[config.mk]
export PLATFORM = sky130hd
export DESIGN_NAME = obd_option_byte_decoder
export DESIGN_NICKNAME = d
export VERILOG_FILES = /design/src/obd_pkg.sv /design/src/obd_option_byte_decoder.sv
export VERILOG_INCLUDE_DIRS = /design/src
export SDC_FILE = /design/constraint.sdc
export NUM_CORES = 1
export LEC_CHECK = 0
export BUFFER_PORTS_ARGS = -buffer_cell sky130_fd_sc_hd__buf_2
export CAP_MARGIN = 10
export CORE_UTILIZATION = 49
export CTS_CLUSTER_DIAMETER = 100
export DETAILED_ROUTE_END_ITERATION = 10
export PLACE_DENSITY = 0.91
export SETUP_SLACK_MARGIN = 0.15
export SLEW_MARGIN = 40
export SYNTH_ARGS = -nofsm -noshare
export SYNTH_HDL_FRONTEND = slang
export SYNTH_SLANG_ARGS = --single-unit
export TNS_END_PERCENT = 5
[constraint.sdc]
create_clock -name sys_clk_in -period 4.6 [get_ports sys_clk_in]
set_input_delay 0.46 -clock sys_clk_in [delete_from_list [all_inputs] [get_ports sys_clk_in]]
set_output_delay 0.46 -clock sys_clk_in [all_outputs]
set_load 0.005 [all_outputs]
[src/obd_defs.svh]
// option byte decoder offsets, field positions and reset values
`ifndef OBD_DEFS_SVH
`define OBD_DEFS_SVH
// register indices; byte address is four times the index
`define OBD_IDX_OPT_A   2'h0
`define OBD_IDX_OPT_B   2'h1
`define OBD_IDX_CTRL    2'h2
`define OBD_IDX_STAT    2'h3
// flash program memory addresses of the option bytes
`define OBD_FA_W        15
`define OBD_FADDR_A     15'h0000
`define OBD_FADDR_B     15'h0001
// fields of option byte a
`define OBD_B_ACTION    7
`define OBD_B_ALWAYS_ON 6
`define OBD_B_OSC_HI    5
`define OBD_B_OSC_LO    4
`define OBD_B_BO_KEEP   3
`define OBD_B_RD_PROT   2
`define OBD_B_RSVD      1
`define OBD_B_WR_PERMIT 0
// control register bits
`define OBD_C_WDT_START 0
`define OBD_C_RELOAD    1
// erased flash value
`define OBD_ERASED      8'hff
`define OBD_RESP_OKAY   2'h0
`define OBD_RESP_SLVERR 2'h2
`endif

[src/obd_pkg.sv]
// option byte decoder types
package obd_pkg;
`include "obd_defs.svh"
  typedef enum logic [3:0] {
    OBD_RD_A = 4'b0001,
    OBD_RD_B = 4'b0010,
    OBD_WAIT = 4'b0100,
    OBD_RUN  = 4'b1000
  } obd_fsm_type;

  typedef struct packed {
    logic [1:0]            osc;
    logic                  bo_en;
    logic                  code_acc;
    logic                  dbg_full;
  } obd_cfg_type;

  typedef struct packed {
    obd_fsm_type           st;
    logic [7:0]            opt_a;
    logic [7:0]            opt_b;
    obd_cfg_type           cfg;
    logic                  awready;
    logic                  wready;
    logic                  bvalid;
    logic [1:0]            bresp;
    logic                  arready;
    logic                  rvalid;
    logic [31:0]           rdata;
    logic                  frd;
    logic [`OBD_FA_W-1:0]  faddr;
    logic                  prog;
    logic [`OBD_FA_W-1:0]  paddr;
    logic [7:0]            pdata;
    logic                  wdt_en;
    logic                  irq;
    logic                  ack;
    logic                  srst;
    logic                  ugrant;
    logic                  umass;
    logic                  dmass;
    logic                  run;
  } obd_state_type;
endpackage

[src/obd_option_byte_decoder.sv]
// option byte loader, decoder and watchdog policy with axi4-lite access
`timescale 1ns/1ps
`include "obd_defs.svh"
module obd_option_byte_decoder
  import obd_pkg::*;
(
  input  wire logic                 sys_clk_in,
  input  wire logic                 rst_n_in,
  input  wire logic                 ce_in,
  input  wire logic [3:0]           s_axi_awaddr_in,
  input  wire logic                 s_axi_awvalid_in,
  output logic                      s_axi_awready_out,
  input  wire logic [31:0]          s_axi_wdata_in,
  input  wire logic [3:0]           s_axi_wstrb_in,
  input  wire logic                 s_axi_wvalid_in,
  output logic                      s_axi_wready_out,
  output logic [1:0]                s_axi_bresp_out,
  output logic                      s_axi_bvalid_out,
  input  wire logic                 s_axi_bready_in,
  input  wire logic [3:0]           s_axi_araddr_in,
  input  wire logic                 s_axi_arvalid_in,
  output logic                      s_axi_arready_out,
  output logic [31:0]               s_axi_rdata_out,
  output logic [1:0]                s_axi_rresp_out,
  output logic                      s_axi_rvalid_out,
  input  wire logic                 s_axi_rready_in,
  output logic                      flash_rd_out,
  output logic [`OBD_FA_W-1:0]      flash_addr_out,
  input  wire logic [7:0]           flash_rdata_in,
  input  wire logic                 flash_rvalid_in,
  output logic                      flash_prog_out,
  output logic [`OBD_FA_W-1:0]      flash_prog_addr_out,
  output logic [7:0]                flash_prog_data_out,
  input  wire logic                 wdt_timeout_in,
  input  wire logic                 wdt_instr_in,
  input  wire logic                 stop_mode_in,
  input  wire logic                 stop_pwrdn_in,
  input  wire logic                 stop_recovery_in,
  input  wire logic                 irq_global_en_in,
  input  wire logic                 user_prog_req_in,
  input  wire logic                 user_page_erase_req_in,
  input  wire logic                 user_mass_erase_req_in,
  input  wire logic                 dbg_mass_erase_req_in,
  output logic                      wdt_enable_out,
  output logic                      wdt_irq_out,
  output logic                      wdt_irq_ack_out,
  output logic                      short_reset_out,
  output logic [1:0]                osc_drive_select_out,
  output logic                      brownout_en_out,
  output logic                      code_access_out,
  output logic                      dbg_full_out,
  output logic                      user_write_grant_out,
  output logic                      user_mass_grant_out,
  output logic                      dbg_mass_grant_out,
  output logic                      cpu_run_out
);

  obd_state_type s_ff;
  obd_state_type nxt_s;

  logic [1:0] aw_idx;
  logic [1:0] ar_idx;
  logic       wr_go;
  logic       rd_go;
  logic       reload;
  logic       start;
  logic       stop_pd;

  assign aw_idx  = s_axi_awaddr_in[3:2];
  assign ar_idx  = s_axi_araddr_in[3:2];
  assign wr_go   = s_ff.awready & s_axi_awvalid_in & s_axi_wvalid_in;
  assign rd_go   = s_ff.arready & s_axi_arvalid_in;
  assign reload  = wr_go & (aw_idx == `OBD_IDX_CTRL) &
                   s_axi_wstrb_in[0] & s_axi_wdata_in[`OBD_C_RELOAD];
  assign start   = wdt_instr_in | (wr_go & (aw_idx == `OBD_IDX_CTRL) &
                   s_axi_wstrb_in[0] & s_axi_wdata_in[`OBD_C_WDT_START]);
  assign stop_pd = stop_mode_in & stop_pwrdn_in;

  // ==========================================================
  // next state
  always_comb begin
    nxt_s      = s_ff;
    nxt_s.frd  = 1'b0;
    nxt_s.prog = 1'b0;
    nxt_s.ack  = 1'b0;
    nxt_s.srst = 1'b0;
    // loader: processor held until both bytes are in
    unique case (s_ff.st)
      OBD_RD_A: begin
        nxt_s.frd   = ~flash_rvalid_in;
        nxt_s.faddr = `OBD_FADDR_A;
        if (flash_rvalid_in) begin
          nxt_s.opt_a = flash_rdata_in;
          nxt_s.st    = OBD_RD_B;
        end
      end
      OBD_RD_B: begin
        nxt_s.frd   = ~flash_rvalid_in;
        nxt_s.faddr = `OBD_FADDR_B;
        if (flash_rvalid_in) begin
          nxt_s.opt_b = flash_rdata_in;
          nxt_s.st    = OBD_WAIT;
        end
      end
      OBD_WAIT: begin
        nxt_s.st  = OBD_RUN;
        nxt_s.run = 1'b1;
        // always-on start at load
        nxt_s.wdt_en = ~s_ff.opt_a[`OBD_B_ALWAYS_ON];
      end
      OBD_RUN: begin
        if (reload) begin
          nxt_s.st  = OBD_RD_A;
          nxt_s.run = 1'b0;
        end
      end
    endcase
    // decoded settings follow the latched byte
    nxt_s.cfg.osc      = nxt_s.opt_a[`OBD_B_OSC_HI:`OBD_B_OSC_LO];
    nxt_s.cfg.code_acc = nxt_s.opt_a[`OBD_B_RD_PROT];
    nxt_s.cfg.dbg_full = nxt_s.opt_a[`OBD_B_RD_PROT];
    // brown-out only dropped in stop when not kept on
    nxt_s.cfg.bo_en    = nxt_s.opt_a[`OBD_B_BO_KEEP] | ~stop_mode_in;
    // watchdog enable policy
    if (s_ff.run) begin
      if (~s_ff.opt_a[`OBD_B_ALWAYS_ON]) begin
        nxt_s.wdt_en = ~stop_pd;
      end else if (stop_recovery_in) begin
        nxt_s.wdt_en = 1'b0;
      end else if (start) begin
        nxt_s.wdt_en = 1'b1;
      end
    end
    // time-out action
    if (s_ff.run & s_ff.wdt_en & wdt_timeout_in) begin
      if (s_ff.opt_a[`OBD_B_ACTION]) begin
        nxt_s.srst = 1'b1;
      end else begin
        nxt_s.irq = 1'b1;
      end
    end
    // pending request taken only with interrupts on
    if (s_ff.irq & irq_global_en_in & ~nxt_s.srst) begin
      nxt_s.ack = 1'b1;
      // a new time-out only counts while the watchdog runs; set wins
      nxt_s.irq = s_ff.run & s_ff.wdt_en & wdt_timeout_in &
                  ~s_ff.opt_a[`OBD_B_ACTION];
    end
    // flash write gating; debug mass erase passes ungated
    nxt_s.ugrant = s_ff.run & s_ff.opt_a[`OBD_B_WR_PERMIT] &
                   (user_prog_req_in | user_page_erase_req_in);
    nxt_s.umass  = s_ff.run & s_ff.opt_a[`OBD_B_WR_PERMIT] &
                   user_mass_erase_req_in;
    nxt_s.dmass  = dbg_mass_erase_req_in;
    // ==========================================================
    // axi4-lite write: address and data taken together
    nxt_s.awready = ~s_ff.awready & ~s_ff.bvalid &
                    s_axi_awvalid_in & s_axi_wvalid_in;
    nxt_s.wready  = nxt_s.awready;
    if (s_ff.bvalid & s_axi_bready_in) begin
      nxt_s.bvalid = 1'b0;
    end
    if (wr_go) begin
      nxt_s.bvalid = 1'b1;
      nxt_s.bresp  = `OBD_RESP_OKAY;
      unique case (aw_idx)
        `OBD_IDX_OPT_A, `OBD_IDX_OPT_B: begin
          // option bytes change only through a permitted flash write
          if (s_ff.run & s_ff.opt_a[`OBD_B_WR_PERMIT] &
              s_axi_wstrb_in[0]) begin
            nxt_s.prog  = 1'b1;
            nxt_s.paddr = (aw_idx == `OBD_IDX_OPT_A) ?
                          `OBD_FADDR_A : `OBD_FADDR_B;
            nxt_s.pdata = s_axi_wdata_in[7:0];
          end else begin
            nxt_s.bresp = `OBD_RESP_SLVERR;
          end
        end
        `OBD_IDX_CTRL: ;
        `OBD_IDX_STAT: nxt_s.bresp = `OBD_RESP_SLVERR;
      endcase
    end
    // ==========================================================
    // axi4-lite read
    nxt_s.arready = ~s_ff.arready & ~s_ff.rvalid & s_axi_arvalid_in;
    if (s_ff.rvalid & s_axi_rready_in) begin
      nxt_s.rvalid = 1'b0;
    end
    if (rd_go) begin
      nxt_s.rvalid = 1'b1;
      nxt_s.rdata  = 32'h0000_0000;
      unique case (ar_idx)
        `OBD_IDX_OPT_A: nxt_s.rdata[7:0] = s_ff.opt_a;
        `OBD_IDX_OPT_B: nxt_s.rdata[7:0] = s_ff.opt_b;
        `OBD_IDX_CTRL:  ;
        `OBD_IDX_STAT:  nxt_s.rdata[3:0] = {s_ff.irq, s_ff.wdt_en,
                                            s_ff.st[3], s_ff.run};
      endcase
    end
  end

  // ==========================================================
  // state register; bytes reset to erased defaults
  always_ff @(posedge sys_clk_in or negedge rst_n_in) begin
    if (!rst_n_in) begin
      s_ff          <= '0;
      s_ff.st       <= OBD_RD_A;
      s_ff.opt_a    <= `OBD_ERASED;
      s_ff.opt_b    <= `OBD_ERASED;
      s_ff.cfg.osc  <= 2'h3;
      s_ff.cfg.bo_en    <= 1'b1;
      s_ff.cfg.code_acc <= 1'b1;
      s_ff.cfg.dbg_full <= 1'b1;
    end else if (ce_in) begin
      s_ff <= nxt_s;
    end
  end

  assign s_axi_awready_out    = s_ff.awready;
  assign s_axi_wready_out     = s_ff.wready;
  assign s_axi_bvalid_out     = s_ff.bvalid;
  assign s_axi_bresp_out      = s_ff.bresp;
  assign s_axi_arready_out    = s_ff.arready;
  assign s_axi_rvalid_out     = s_ff.rvalid;
  assign s_axi_rdata_out      = s_ff.rdata;
  assign s_axi_rresp_out      = `OBD_RESP_OKAY;
  assign flash_rd_out         = s_ff.frd;
  assign flash_addr_out       = s_ff.faddr;
  assign flash_prog_out       = s_ff.prog;
  assign flash_prog_addr_out  = s_ff.paddr;
  assign flash_prog_data_out  = s_ff.pdata;
  assign wdt_enable_out       = s_ff.wdt_en;
  assign wdt_irq_out          = s_ff.irq;
  assign wdt_irq_ack_out      = s_ff.ack;
  assign short_reset_out      = s_ff.srst;
  assign osc_drive_select_out = s_ff.cfg.osc;
  assign brownout_en_out      = s_ff.cfg.bo_en;
  assign code_access_out      = s_ff.cfg.code_acc;
  assign dbg_full_out         = s_ff.cfg.dbg_full;
  assign user_write_grant_out = s_ff.ugrant;
  assign user_mass_grant_out  = s_ff.umass;
  assign dbg_mass_grant_out   = s_ff.dmass;
  assign cpu_run_out          = s_ff.run;

  logic to_go;
  assign to_go = ce_in & s_ff.run & s_ff.wdt_en & wdt_timeout_in;
endmodule

# Word-level counts from Yosys, hierarchy flattened
# Cells that the tools add are included.
# classes
eq_ne,13
n_mux,30
n_bitwise,37
reduce_logical,19
# ops
operator,count
$mux 24,3
$mux 33,1
$pmux 16 s2,1
$and 1x1->1,24
$pmux 4 s4,1
$mux 1,13
$mux 12,1
$pmux 4 s3,1
$reduce_and 3->1,4
$not 1->1,10
$reduce_and 2->1,5
$reduce_bool 2->1,5
$mux 4,2
$pmux 4 s2,1
$reduce_and 4->1,2
$eq 2x2->1 const B,3
$mux 6,1
$ne 2x2->1 const B,3
$eq 2x1->1 const B,2
$eq 4x1->1 const B,1
$eq 4x2->1 const B,1
$eq 4x3->1 const B,1
$eq 4x4->1 const B,1
$logic_not 2->1,2
other kinds (7),10
# totals
regBits,86
inputBits,71
output_inout_bits,94
word_cells,125

# Depth between registers and ports, before layout
# Gate-level depths: netlist (run 1).
# depth
depth_word,10
depth_mapped,5
ltp_nobuf,4

# Worst setup path before layout (run 1)
# Ideal clock, no wire load.
# synth_timing
path_type,in2reg
startpoint,in s_axi_wvalid_in
endpoint,reg s_ff (netlist bit flash_prog_data_out[0])
setup_ns,0.125
arrival_time_ns,1.431
required_time_ns,4.475
path_slack_ns,3.044
stages,4
n_path_buf,1
cell_sequence,nand4_2 nor4b_2 buf_6 mux2_2
# synth_via
elab_chain_len,2
# synth_rtl
element,line_no,text
from (decl),obd_option_byte_decoder.sv:15,"input wire logic s_axi_wvalid_in,"
$and 1x1->1,obd_option_byte_decoder.sv:71,assign wr_go = s_ff.awready & s_axi_awvalid_in & s_axi_wvalid_in;
$reduce_and 4->1 (no line),n/a,
to (signal assigned),obd_option_byte_decoder.sv:215,s_ff <= nxt_s;
to (decl),obd_option_byte_decoder.sv:58,obd_state_type s_ff;
# No other way between the ends.
# A chain may end at the register's enable or synchronous reset.

# Worst setup path after layout (run 1)
# layout_timing
startpoint,in ce_in
endpoint,reg s_ff (netlist bit flash_prog_data_out[0])
# layout_via
elab_chain_len,1
# layout_rtl
element,line_no,text
from (decl),obd_option_byte_decoder.sv:9,"input wire logic ce_in,"
$reduce_and 4->1 (no line),n/a,
# No other way between the ends.

==> summary.md, run 1 <==
| Metric | Value |
|---|---|
| Die height | 81.8 um |
| TritonCTS clock tree | yes |
| HPWL after DPL | 4280 um |
| FF+latch count, synth | 54 |
| DRT Pass-1 Iters | 4 |
| Register area share after synthesis | 44.1% |
| Starting DRT DRC Count | 102 |
| Initial antenna violation count | 0 |
| Synth Flop Type | dfrtp_1 |
| Hold-fix buffers at CTS | 0 |
| First-pass GRT wire length | 9450 um |
| Largest net degree at the start of global routing | 55 |
| Layout area overhead | 4.66% |
| Setup crit end kind | flop |
| Seq pwr share | 52.3% |
| IO buf count | 78 |
| Final instance area | 3260 sq um |
| Die width | 81.8 um |
| Sw Ratio | 31.8% |
| I/O pin cnt | 165 |
| CTS sink cnt | 54 |
| WS Path Type | in -> reg |
| Setup repair after global routing missed its margin | no |
| Clock Path Buffers | 2 |
| Cell Rows | 28 |
| Layout cells sized above 1 | 42.7% |
| Post-synth EDFFs | 0 |
| Post-Syn Area per Cell | 10.9 sq um |
| Share of the synthesized area in the top cell type | 28.9% |
| Hold/Removal Path Class | in -> async |
| Clk_lat worst skew | 0.31 ns |
| H-tree depth | 2 |
| Hold WS | 0.254 ns |
| Combinational share of power | 23.9% |
| Fin crit share | 47.2% |
| Outcome | finished, final reports clean |
| Total net switching power | 424 uW |
| Area contributors post-synth | dfrtp_1 (29%), buf_4 (19%), dfstp_2 (15%) |
| Pwr dens | 408 nW/um^2 |
| Final setup violation count | 0 |
| Max reg flops | 20 |
| Total routed wirelength | 5980 um |
| Die ar. | 6680 sq um |
| Starting density of the core | 51.7% |
| Tot GR Track Use | 18.8% |
| RePlAce Congestion | 0.800 |
| Post-CTS Setup Inserts | 0 |
| Number of global-route vias before repair | 2023 |
| Fillers | 520 |
| Max-cap violations | 0 |
| Cells after Synth | 287 |
| CP Max Fanout | 30 |
| CTS buffer count | 5 |
| YS warnings | 0 |
| DRC | 0 |
| Clock power share | 23.9% |
| Fin. Hold Viols | 0 |
| Leading area contributor after synthesis | dfrtp_1 |
| Internal power | 907 uW |
| DR vias | 2135 |
| Startpoint class of the critical path | primary input |
| Worst-Margin Slew | 0.739 ns |
| CP Data Arrival Time | 2.38 ns |
| Layout Nets | 407 |
| Max-slew headroom | 50.5% |
| Skew final | 0.00716 ns |
| Core area | 6030 sq um |
| Crit path required time | 4.80 ns |
| Fmax | 0.460 GHz |
| Vias/cell | 5.18 |
| Post-cts resize count | 0 |
| Cell area after synthesis | 3120 sq um |
| Worst vdd rail ir drop | 0.248 mV |
| Netlist cell types | 44 |
| Final Util | 54.1% |
| Leakage | 0.00168 uW |
| Grt ovf | 0 |
| Root Buffer | clkbuf_8 |
| Detail Route Antenna Nets | 0 |
| Slew Limit Fails | 0 |
| Routed length per instance | 14.5 um |
| Post-route minimum period | 2.17 ns |
| Antenna diodes | 0 |
| Setup TNS | 0 ns |
| Largest register by flop count | s_ff |
| Async S/R FF share, synth | 100% |
| Post-DP Area | 3150 sq um |
| CTS clk-pin slew, worst paths | 0.10 ns |
cell usage in the layout, fill, tap and decap left out, types with 3 or more instances in the layout:
cell type and instances:
nand3_1 3, a22oi_1 4, inv_1 7, a21oi_1 8
mux2_2 30, dfrtp_1 36, o31ai_1 6, mux2i_1 6
nand2_1 25, buf_2 78, o21ai_0 9, dfstp_2 18
clkbuf_8 5, nand4_1 5, conb_1 55, nor2_1 6
worst max-delay path, stage by stage:
cell	delay, ns
buf_2	0.49
nand4_2	0.27
nor4b_4	0.74
mux2_2	0.41
layer usage:
metal  up-vias  wire length, um  GRT usage [%]
met4         0              109           8.25
met1      1048             2550           23.9
met5         -                0              0
met2       113             2960           30.9
li1        961                -              -
met3        13              354           3.78
stage by stage:
step	total power [uW]	setup slack, ns	cells
after CTS	1330	2.43	412
after global placement	990	1.89	404
after global routing	1400	2.29	412
after floorplan	969	3.04	341
after detailed placement	1010	2.10	404
final	1330	2.43	412
layout make-up:
type	instances	area, sq um	area share, %
clock buffers	5	68.8	2.11
repair buffers	79	398	12.2
clock inverters	3	40.0	1.23
multi-input cells	189	1260	38.7
well taps	75	93.8	2.88
flip-flops and latches	54	1370	42.1
inverters	7	26.3	0.806
cells by family after synthesis:
logic type      synth area share (%)
compound gates                  10.3
xor+xnor                       0.281
buf+inv                         22.2
flops                           44.1
mux                             12.8
other cells                    0.120
simple gates                    10.2
Yosys cell counts (all sizes together) (2+ instances only):
| library cell | instances |
|---|---|
| dfstp | 18 |
| dfrtp | 36 |
| nor2 | 7 |
| o31ai | 6 |
| buf | 87 |
| nand3 | 4 |
| mux2i | 6 |
| a31oi | 2 |
| mux2 | 30 |
| nand2 | 25 |
| a21oi | 8 |
| nor3 | 2 |
| nor4b | 3 |
| nand4 | 7 |
| inv | 7 |
| o2bb2ai | 2 |
| nand4b | 2 |
| a21o | 2 |
| a22oi | 4 |
| o22ai | 2 |
| o21ai | 9 |
| clkbuf | 4 |
power by group through the flow:
stage	Combinational (uW)	Sequential, uW	Clock (uW)
after floorplan	326	643	0
after global placement	297	693	0
after detailed placement	314	700	0
after CTS	317	693	322
after global routing	353	711	340
final	318	695	317
final timing paths:
check	start	end	slack, ns	cells after the start
worst max-delay path	ce_in	flash_prog_data_out[0]	2.43	4
worst min register to register	s_axi_bvalid_out	s_axi_wready_out	0.48	1
min in group sys_clk_in	stop_mode_in	brownout_en_out	0.31	2
max in group asynchronous	rst_n_in	wdt_enable_out	3.89	2
worst max register to register	cpu_run_out	flash_prog_data_out[0]	2.64	3
worst min-delay path	rst_n_in	wdt_irq_ack_out	0.25	2
Power figures use the tool's default switching activity.
==> run 2, diff against run 1 <==
CORE_UTILIZATION = 45   (was 49)
PLACE_DENSITY = 0.85   (was 0.91)
clock period = 2 ns   (was 4.6 ns; I/O delays follow)
==> run 2 against run 1 <==
Combinational power is 140% higher. Hold slack worse by 0.17 ns. Worst setup slack worse by 2.1 ns. Routed wire length is 5.7% lower. Critical path type is now reg -> reg. Die area is 8.7% higher. Largest cell class unchanged. Sequential share of layout area is 0.23 points lower. Non-clock buffer count is 5 higher. Sequential cell count stayed put. Critical endpoint is now s_ff[97]. First-iteration DRC count is 7.8% lower. Clock power is 79% higher.
==> summary.md, run 2 (synthesis gave the netlist of run 1 again) <==
| Metric | Value |
|---|---|
| Outcome | finished, final reports clean |
| Post-CTS Setup Inserts | 0 (unchanged) |
| Die height | 85.2 um (+4.2%) |
| Layout area overhead | 5.22% |
| DR vias | 2085 (-2.3%) |
| Hold-fix buffers at CTS | 1 (+1) |
| Cell Rows | 29 (+3.6%) |
| CTS clk-pin slew, worst paths | 0.09 ns (about the same) |
| Clock power share | 19.6% (-4.3 points) |
| Startpoint class of the critical path | flop |
| I/O pin cnt | 165 (unchanged) |
| Hold WS | 0.0820 ns (-0.172 ns) |
| CTS buffer count | 5 (unchanged) |
| Final instance area | 3280 sq um (+0.54%) |
| Starting density of the core | 47.7% (-4.0 points) |
| RePlAce Congestion | 0.852 (+6.5%) |
| Combinational share of power | 26.4% (+2.5 points) |
| Hold/Removal Path Class | in -> reg |
| Total net switching power | 911 uW (+120%) |
| TritonCTS clock tree | yes |
| Final setup violation count | 0 (unchanged) |
| Post-DP Area | 3190 sq um (+1.2%) |
| First-pass GRT wire length | 9080 um (-3.9%) |
| Tot GR Track Use | 15.9% (-2.9 points) |
| CP Data Arrival Time | 1.86 ns (-0.52 ns) |
| Crit path required time | 2.22 ns (-2.58 ns) |
| HPWL after DPL | 4230 um (-1.3%) |
| Worst vdd rail ir drop | 0.607 mV (+150%) |
| Clock Path Buffers | 2 (unchanged) |
| Sw Ratio | 31.5% (-0.39 points) |
| DRC | 0 (unchanged) |
| Die ar. | 7260 sq um (+8.7%) |
| Fin crit share | 81.7% |
| H-tree depth | 2 (unchanged) |
| Core area | 6530 sq um (+8.4%) |
| Fin. Hold Viols | 0 (unchanged) |
| Initial antenna violation count | 0 (unchanged) |
| Largest net degree at the start of global routing | 55 (unchanged) |
| Layout Nets | 412 (+1.2%) |
| CP Max Fanout | 9 (-70%) |
| Grt ovf | 0 (unchanged) |
| Leakage | 0.00168 uW (about the same) |
| Grt met2 use | 27.8% (-3.1 points) |
| Die width | 85.2 um (+4.2%) |
| Setup crit end kind | flop |
| DRT Pass-1 Iters | 4 (unchanged) |
| Busiest grt layer | met2 |
| Number of global-route vias before repair | 1903 (-5.9%) |
| Vias/cell | 4.98 (-4.0%) |
| Post-cts resize count | 0 (unchanged) |
| Skew final | 0.00676 ns (-0.000398 ns) |
| Fillers | 593 (+14%) |
| Setup TNS | 0 ns (unchanged) |
| Internal power | 1990 uW (+120%) |
| Detail Route Antenna Nets | 0 (unchanged) |
| IO buf count | 78 (unchanged) |
| Slew Limit Fails | 0 (unchanged) |
| Layout cells sized above 1 | 42.4% (-0.33 points) |
| CTS sink cnt | 54 (unchanged) |
| WS Path Type | reg -> reg |
| Fmax | 0.612 GHz |
| Power consumption | 2900 uW (+120%) |
| Total routed wirelength | 5640 um (-5.7%) |
| Setup repair after global routing missed its margin | no |
| Post-route minimum period | 1.63 ns |
| Seq pwr share | 54.1% (+1.8 points) |
| Routed length per instance | 13.5 um (-7.3%) |
| Clk_lat worst skew | 0.30 ns (about the same) |
| Max-cap violations | 0 (unchanged) |
| Root Buffer | clkbuf_8 |
| Commonest non-fill, non-tap cells in the layout | buf_2 (78), conb_1 (55), dfrtp_1 (36) |
| Met3 usage | 2.33% (-1.4 points) |
| Starting DRT DRC Count | 94 (-7.8%) |
| Largest register by flop count | s_ff |
| Met1 global-route usage | 20.3% (-3.6 points) |
| Pwr dens | 883 nW/um^2 (+120%) |
| Most common cell after layout, fill and taps aside | buf_2 |
| Antenna diodes | 0 (unchanged) |
| Max reg flops | 20 (unchanged) |
[run 2: stage by stage]
step           instances  setup WS, ns  utilization (%)
5_1_grt              419         0.284             50.2
3_5_place_dp         410         0.378             48.8
4_1_cts              419         0.359             50.2
2_1_floorplan        341         0.478                -
6_report             419         0.366             50.2
3_3_place_gp         410         0.391             48.8
[run 2: path summary, 6_finish.rpt]
check / from / end / slack [ns] / cells past startpoint
max reg2reg: s_ff[111] / s_ff[97] / 0.37 / 3
max in group asynchronous: rst_n_in / s_ff[104] / 1.28 / 3
min reg2reg: s_axi_bvalid_out / s_axi_wready_out / 0.48 / 1
min in group asynchronous: rst_n_in / user_mass_grant_out / 0.44 / 3
min: stop_mode_in / brownout_en_out / 0.08 / 2
max: s_ff[111] / s_ff[97] / 0.37 / 3
[run 2: power by group through the flow]
stage / clock, uW / combinational (uW) / sequential [uW]
after floorplan: 0 / 749 / 1480
after global placement: 0 / 735 / 1570
after detailed placement: 0 / 765 / 1590
after CTS: 588 / 770 / 1570
after global routing: 624 / 855 / 1600
final: 566 / 763 / 1570
[run 2: layout make-up]
class	count	area (sq um)	area share, %
multi-input combinational	189	1250	38.2
inverter	7	26.3	0.801
tap	77	96.3	2.94
timing repair buffer	84	450	13.7
sequential	54	1370	41.9
clock buffer	8	80.1	2.44
[run 2: worst max-delay path, cell delays in order (launching register included)]
cell,delay (ns)
dfrtp_1,0.54
nor3_2,0.31
nand4_2,0.33
mux2_2,0.39
[run 2: layer usage]
metal / part of all wire (%) / vias to the layer above
met5: 0 / -
met3: 3.9 / 7
met2: 52 / 85
met4: 1.5 / 0
li1: - / 975
met1: 43 / 1018
==> run 3, diff against run 2 <==
CORE_UTILIZATION = 41   (was 45)
PLACE_DENSITY = 0.82   (was 0.85)
clock period = 1.5 ns   (was 2 ns; I/O delays follow)
==> run 3 against run 2 <==
The run now ends with setup timing left. Worst setup slack lost 0.50 ns. Core utilization fell by 1.1 points. Clock power is 36% higher.
==> summary.md, run 3 (synthesis gave the netlist of run 1 again) <==
| Metric | Value |
|---|---|
| Starting DRT DRC Count | 100 (+6.4%) |
| Antenna diodes | 0 (unchanged) |
| Placed Instances | 443 (+8.0%) |
| Slowest-stage cell, CP | dfstp_2 |
| Fillers | 675 (+14%) |
| Max-cap violations | 0 (unchanged) |
| First-pass GRT wire length | 9240 um (+1.8%) |
| TritonCTS clock tree | yes |
| Cell Rows | 31 (+6.9%) |
| Worst vdd rail ir drop | 0.617 mV (+1.6%) |
| Setup crit end kind | flop |
| Die width | 89.2 um (+4.7%) |
| DRT Pass-1 Iters | 4 (unchanged) |
| WS Path Type | reg -> reg |
| Hold Path Origin | stop_mode_in |
| CP Data Arrival Time | 1.83 ns (-0.03 ns) |
| Crit-path max cell delay | 0.58 ns (+0.04 ns) |
| CTS sink cnt | 54 (unchanged) |
| Skew final | 0.0108 ns (+0.00406 ns) |
| Core area | 7290 sq um (+12%) |
| Post-route minimum period | 1.63 ns (-0.00262 ns) |
| Grt ovf | 0 (unchanged) |
| CP Max Fanout | 5 (-4) |
| Layout area overhead | 14.9% |
| Hold WS | 0.0374 ns (-0.0445 ns) |
| Final setup violation count | 9 (+9) |
| Total routed wirelength | 6140 um (+9.0%) |
| Failing checks | setup timing |
| Fin worst setup slack | -0.132 ns (-0.497 ns) |
| Pwr dens | 1140 nW/um^2 (+29%) |
| Initial antenna violation count | 0 (unchanged) |
| I/O pin cnt | 165 (unchanged) |
| Dpl ws | -0.0598 ns (-0.438 ns) |
| DRC | 0 (unchanged) |
| CTS clk-pin slew, worst paths | 0.09 ns (about the same) |
| WP buf/inv | 2 (+2) |
| Root Buffer | clkbuf_8 |
| Largest net degree at the start of global routing | 35 (-36%) |
| Routed length per instance | 13.4 um (-0.10%) |
| FF-to-FF Start | s_ff[100] |
| Fmax | 0.613 GHz (+0.16%) |
| DR vias | 2116 (+1.5%) |
| CP startpoint | s_ff[100] |
| Max reg flops | 20 (unchanged) |
| Hold/Removal Path Class | in -> reg |
| Setup repair after global routing missed its margin | yes |
| HPWL after DPL | 4640 um (+9.7%) |
| Layout Nets | 428 (+3.9%) |
| Number of global-route vias before repair | 1893 (-0.53%) |
| Crit path required time | 1.70 ns (-0.52 ns) |
| Commonest non-fill, non-tap cells in the layout | buf_2 (78), conb_1 (55), dfrtp_1 (33) |
| Largest register by flop count | s_ff |
| H-tree depth | 2 (unchanged) |
| Startpoint class of the critical path | flop |
| Leakage | 0.00181 uW (+8.1%) |
| Die ar. | 7950 sq um (+9.5%) |
| Top delay family on crit path | flip-flops |
| IO buf count | 78 (unchanged) |
| Starting density of the core | 42.7% (-5.0 points) |
| Ordered list of cells on the worst path | nand2_4 -> nor4b_4 -> buf_4 -> clkbuf_16 -> mux2_4 |
| Clk_lat worst skew | 0.31 ns (about the same) |
| Die height | 89.2 um (+4.7%) |
| Clock Path Buffers | 2 (unchanged) |
| Fin. Hold Viols | 0 (unchanged) |
| CTS buffer count | 5 (unchanged) |
| Detail Route Antenna Nets | 0 (unchanged) |
| Slew Limit Fails | 0 (unchanged) |
| Outcome | finished, violations left |
| RePlAce Congestion | 0.805 (-5.5%) |
| Most common cell after layout, fill and taps aside | buf_2 |
| Tot GR Track Use | 15.5% (-0.37 points) |
| Fin crit share | 109% (+27 points) |
| Layout cells sized above 1 | 46.9% (+4.5 points) |
| Non-Filler Instances | 457 (+9.1%) |
| Vias/cell | 4.63 (-7.0%) |
[run 3: cell type report]
cell class	instances	area [sq um]	area share (%)
Tap cell	99	124	3.46
Timing Repair Buffer	100	621	17.3
Sequential cell	54	1380	38.5
Multi-Input combinational cell	189	1350	37.8
Clock buffer	8	80.1	2.24
Inverter	7	26.3	0.733
[run 3: metal layers]
metal | vias to the layer above | GRT usage (%) | part of all wire, %
met5 | - | 0 | 0
met4 | 0 | 6.06 | 2.9
met3 | 15 | 4.71 | 6.5
met2 | 95 | 25.6 | 50
met1 | 1008 | 19.1 | 41
li1 | 998 | - | -
[run 3: power breakdown]
part	switching, uW	internal (uW)
clock network	439	333
logic	580	635
registers	270	1820
[run 3: repair_timing]
action                     CTS  global route
buffers inserted             0             4
pin swaps                    9            10
hold endpoints to repair     8             0
cloned                       0             1
gates resized for setup      7             8
hold buffers                 1             0
setup endpoints to repair   33            36
[run 3: worst paths after layout]
| check | slack, ns | endpoint | cells past startpoint |
|---|---|---|---|
| setup / recovery | -0.13 | flash_prog_data_out[4] | 5 |
| hold / removal | 0.04 | brownout_en_out | 2 |
| setup reg to reg | -0.13 | flash_prog_data_out[4] | 5 |
| hold reg to reg | 0.47 | s_axi_rdata_out[4] | 2 |
| max in group asynchronous | 0.54 | s_ff[92] | 3 |
| min in group asynchronous | 0.34 | s_axi_rdata_out[0] | 2 |
[run 3: metrics by stage]
| step | cell area [sq um] | util [%] | total power (uW) | setup TNS, ns |
|---|---|---|---|---|
| 2_1_floorplan | 3370 | - | 2980 | 0 |
| 4_1_cts | 3500 | 48.0 | 4050 | -0.560 |
| 3_3_place_gp | 3380 | 46.3 | 3160 | -0.178 |
| 6_report | 3580 | 49.1 | 4070 | -1.12 |
| 5_1_grt | 3580 | 49.1 | 4350 | -1.87 |
| 3_5_place_dp | 3380 | 46.3 | 3210 | -0.839 |
[run 3: worst register-to-register path: stages (launching register included)]
cell and delay (ns):
dfstp_2 0.58, nand2_4 0.06, nor4b_4 0.26, buf_4 0.19, clkbuf_16 0.15, mux2_4 0.29
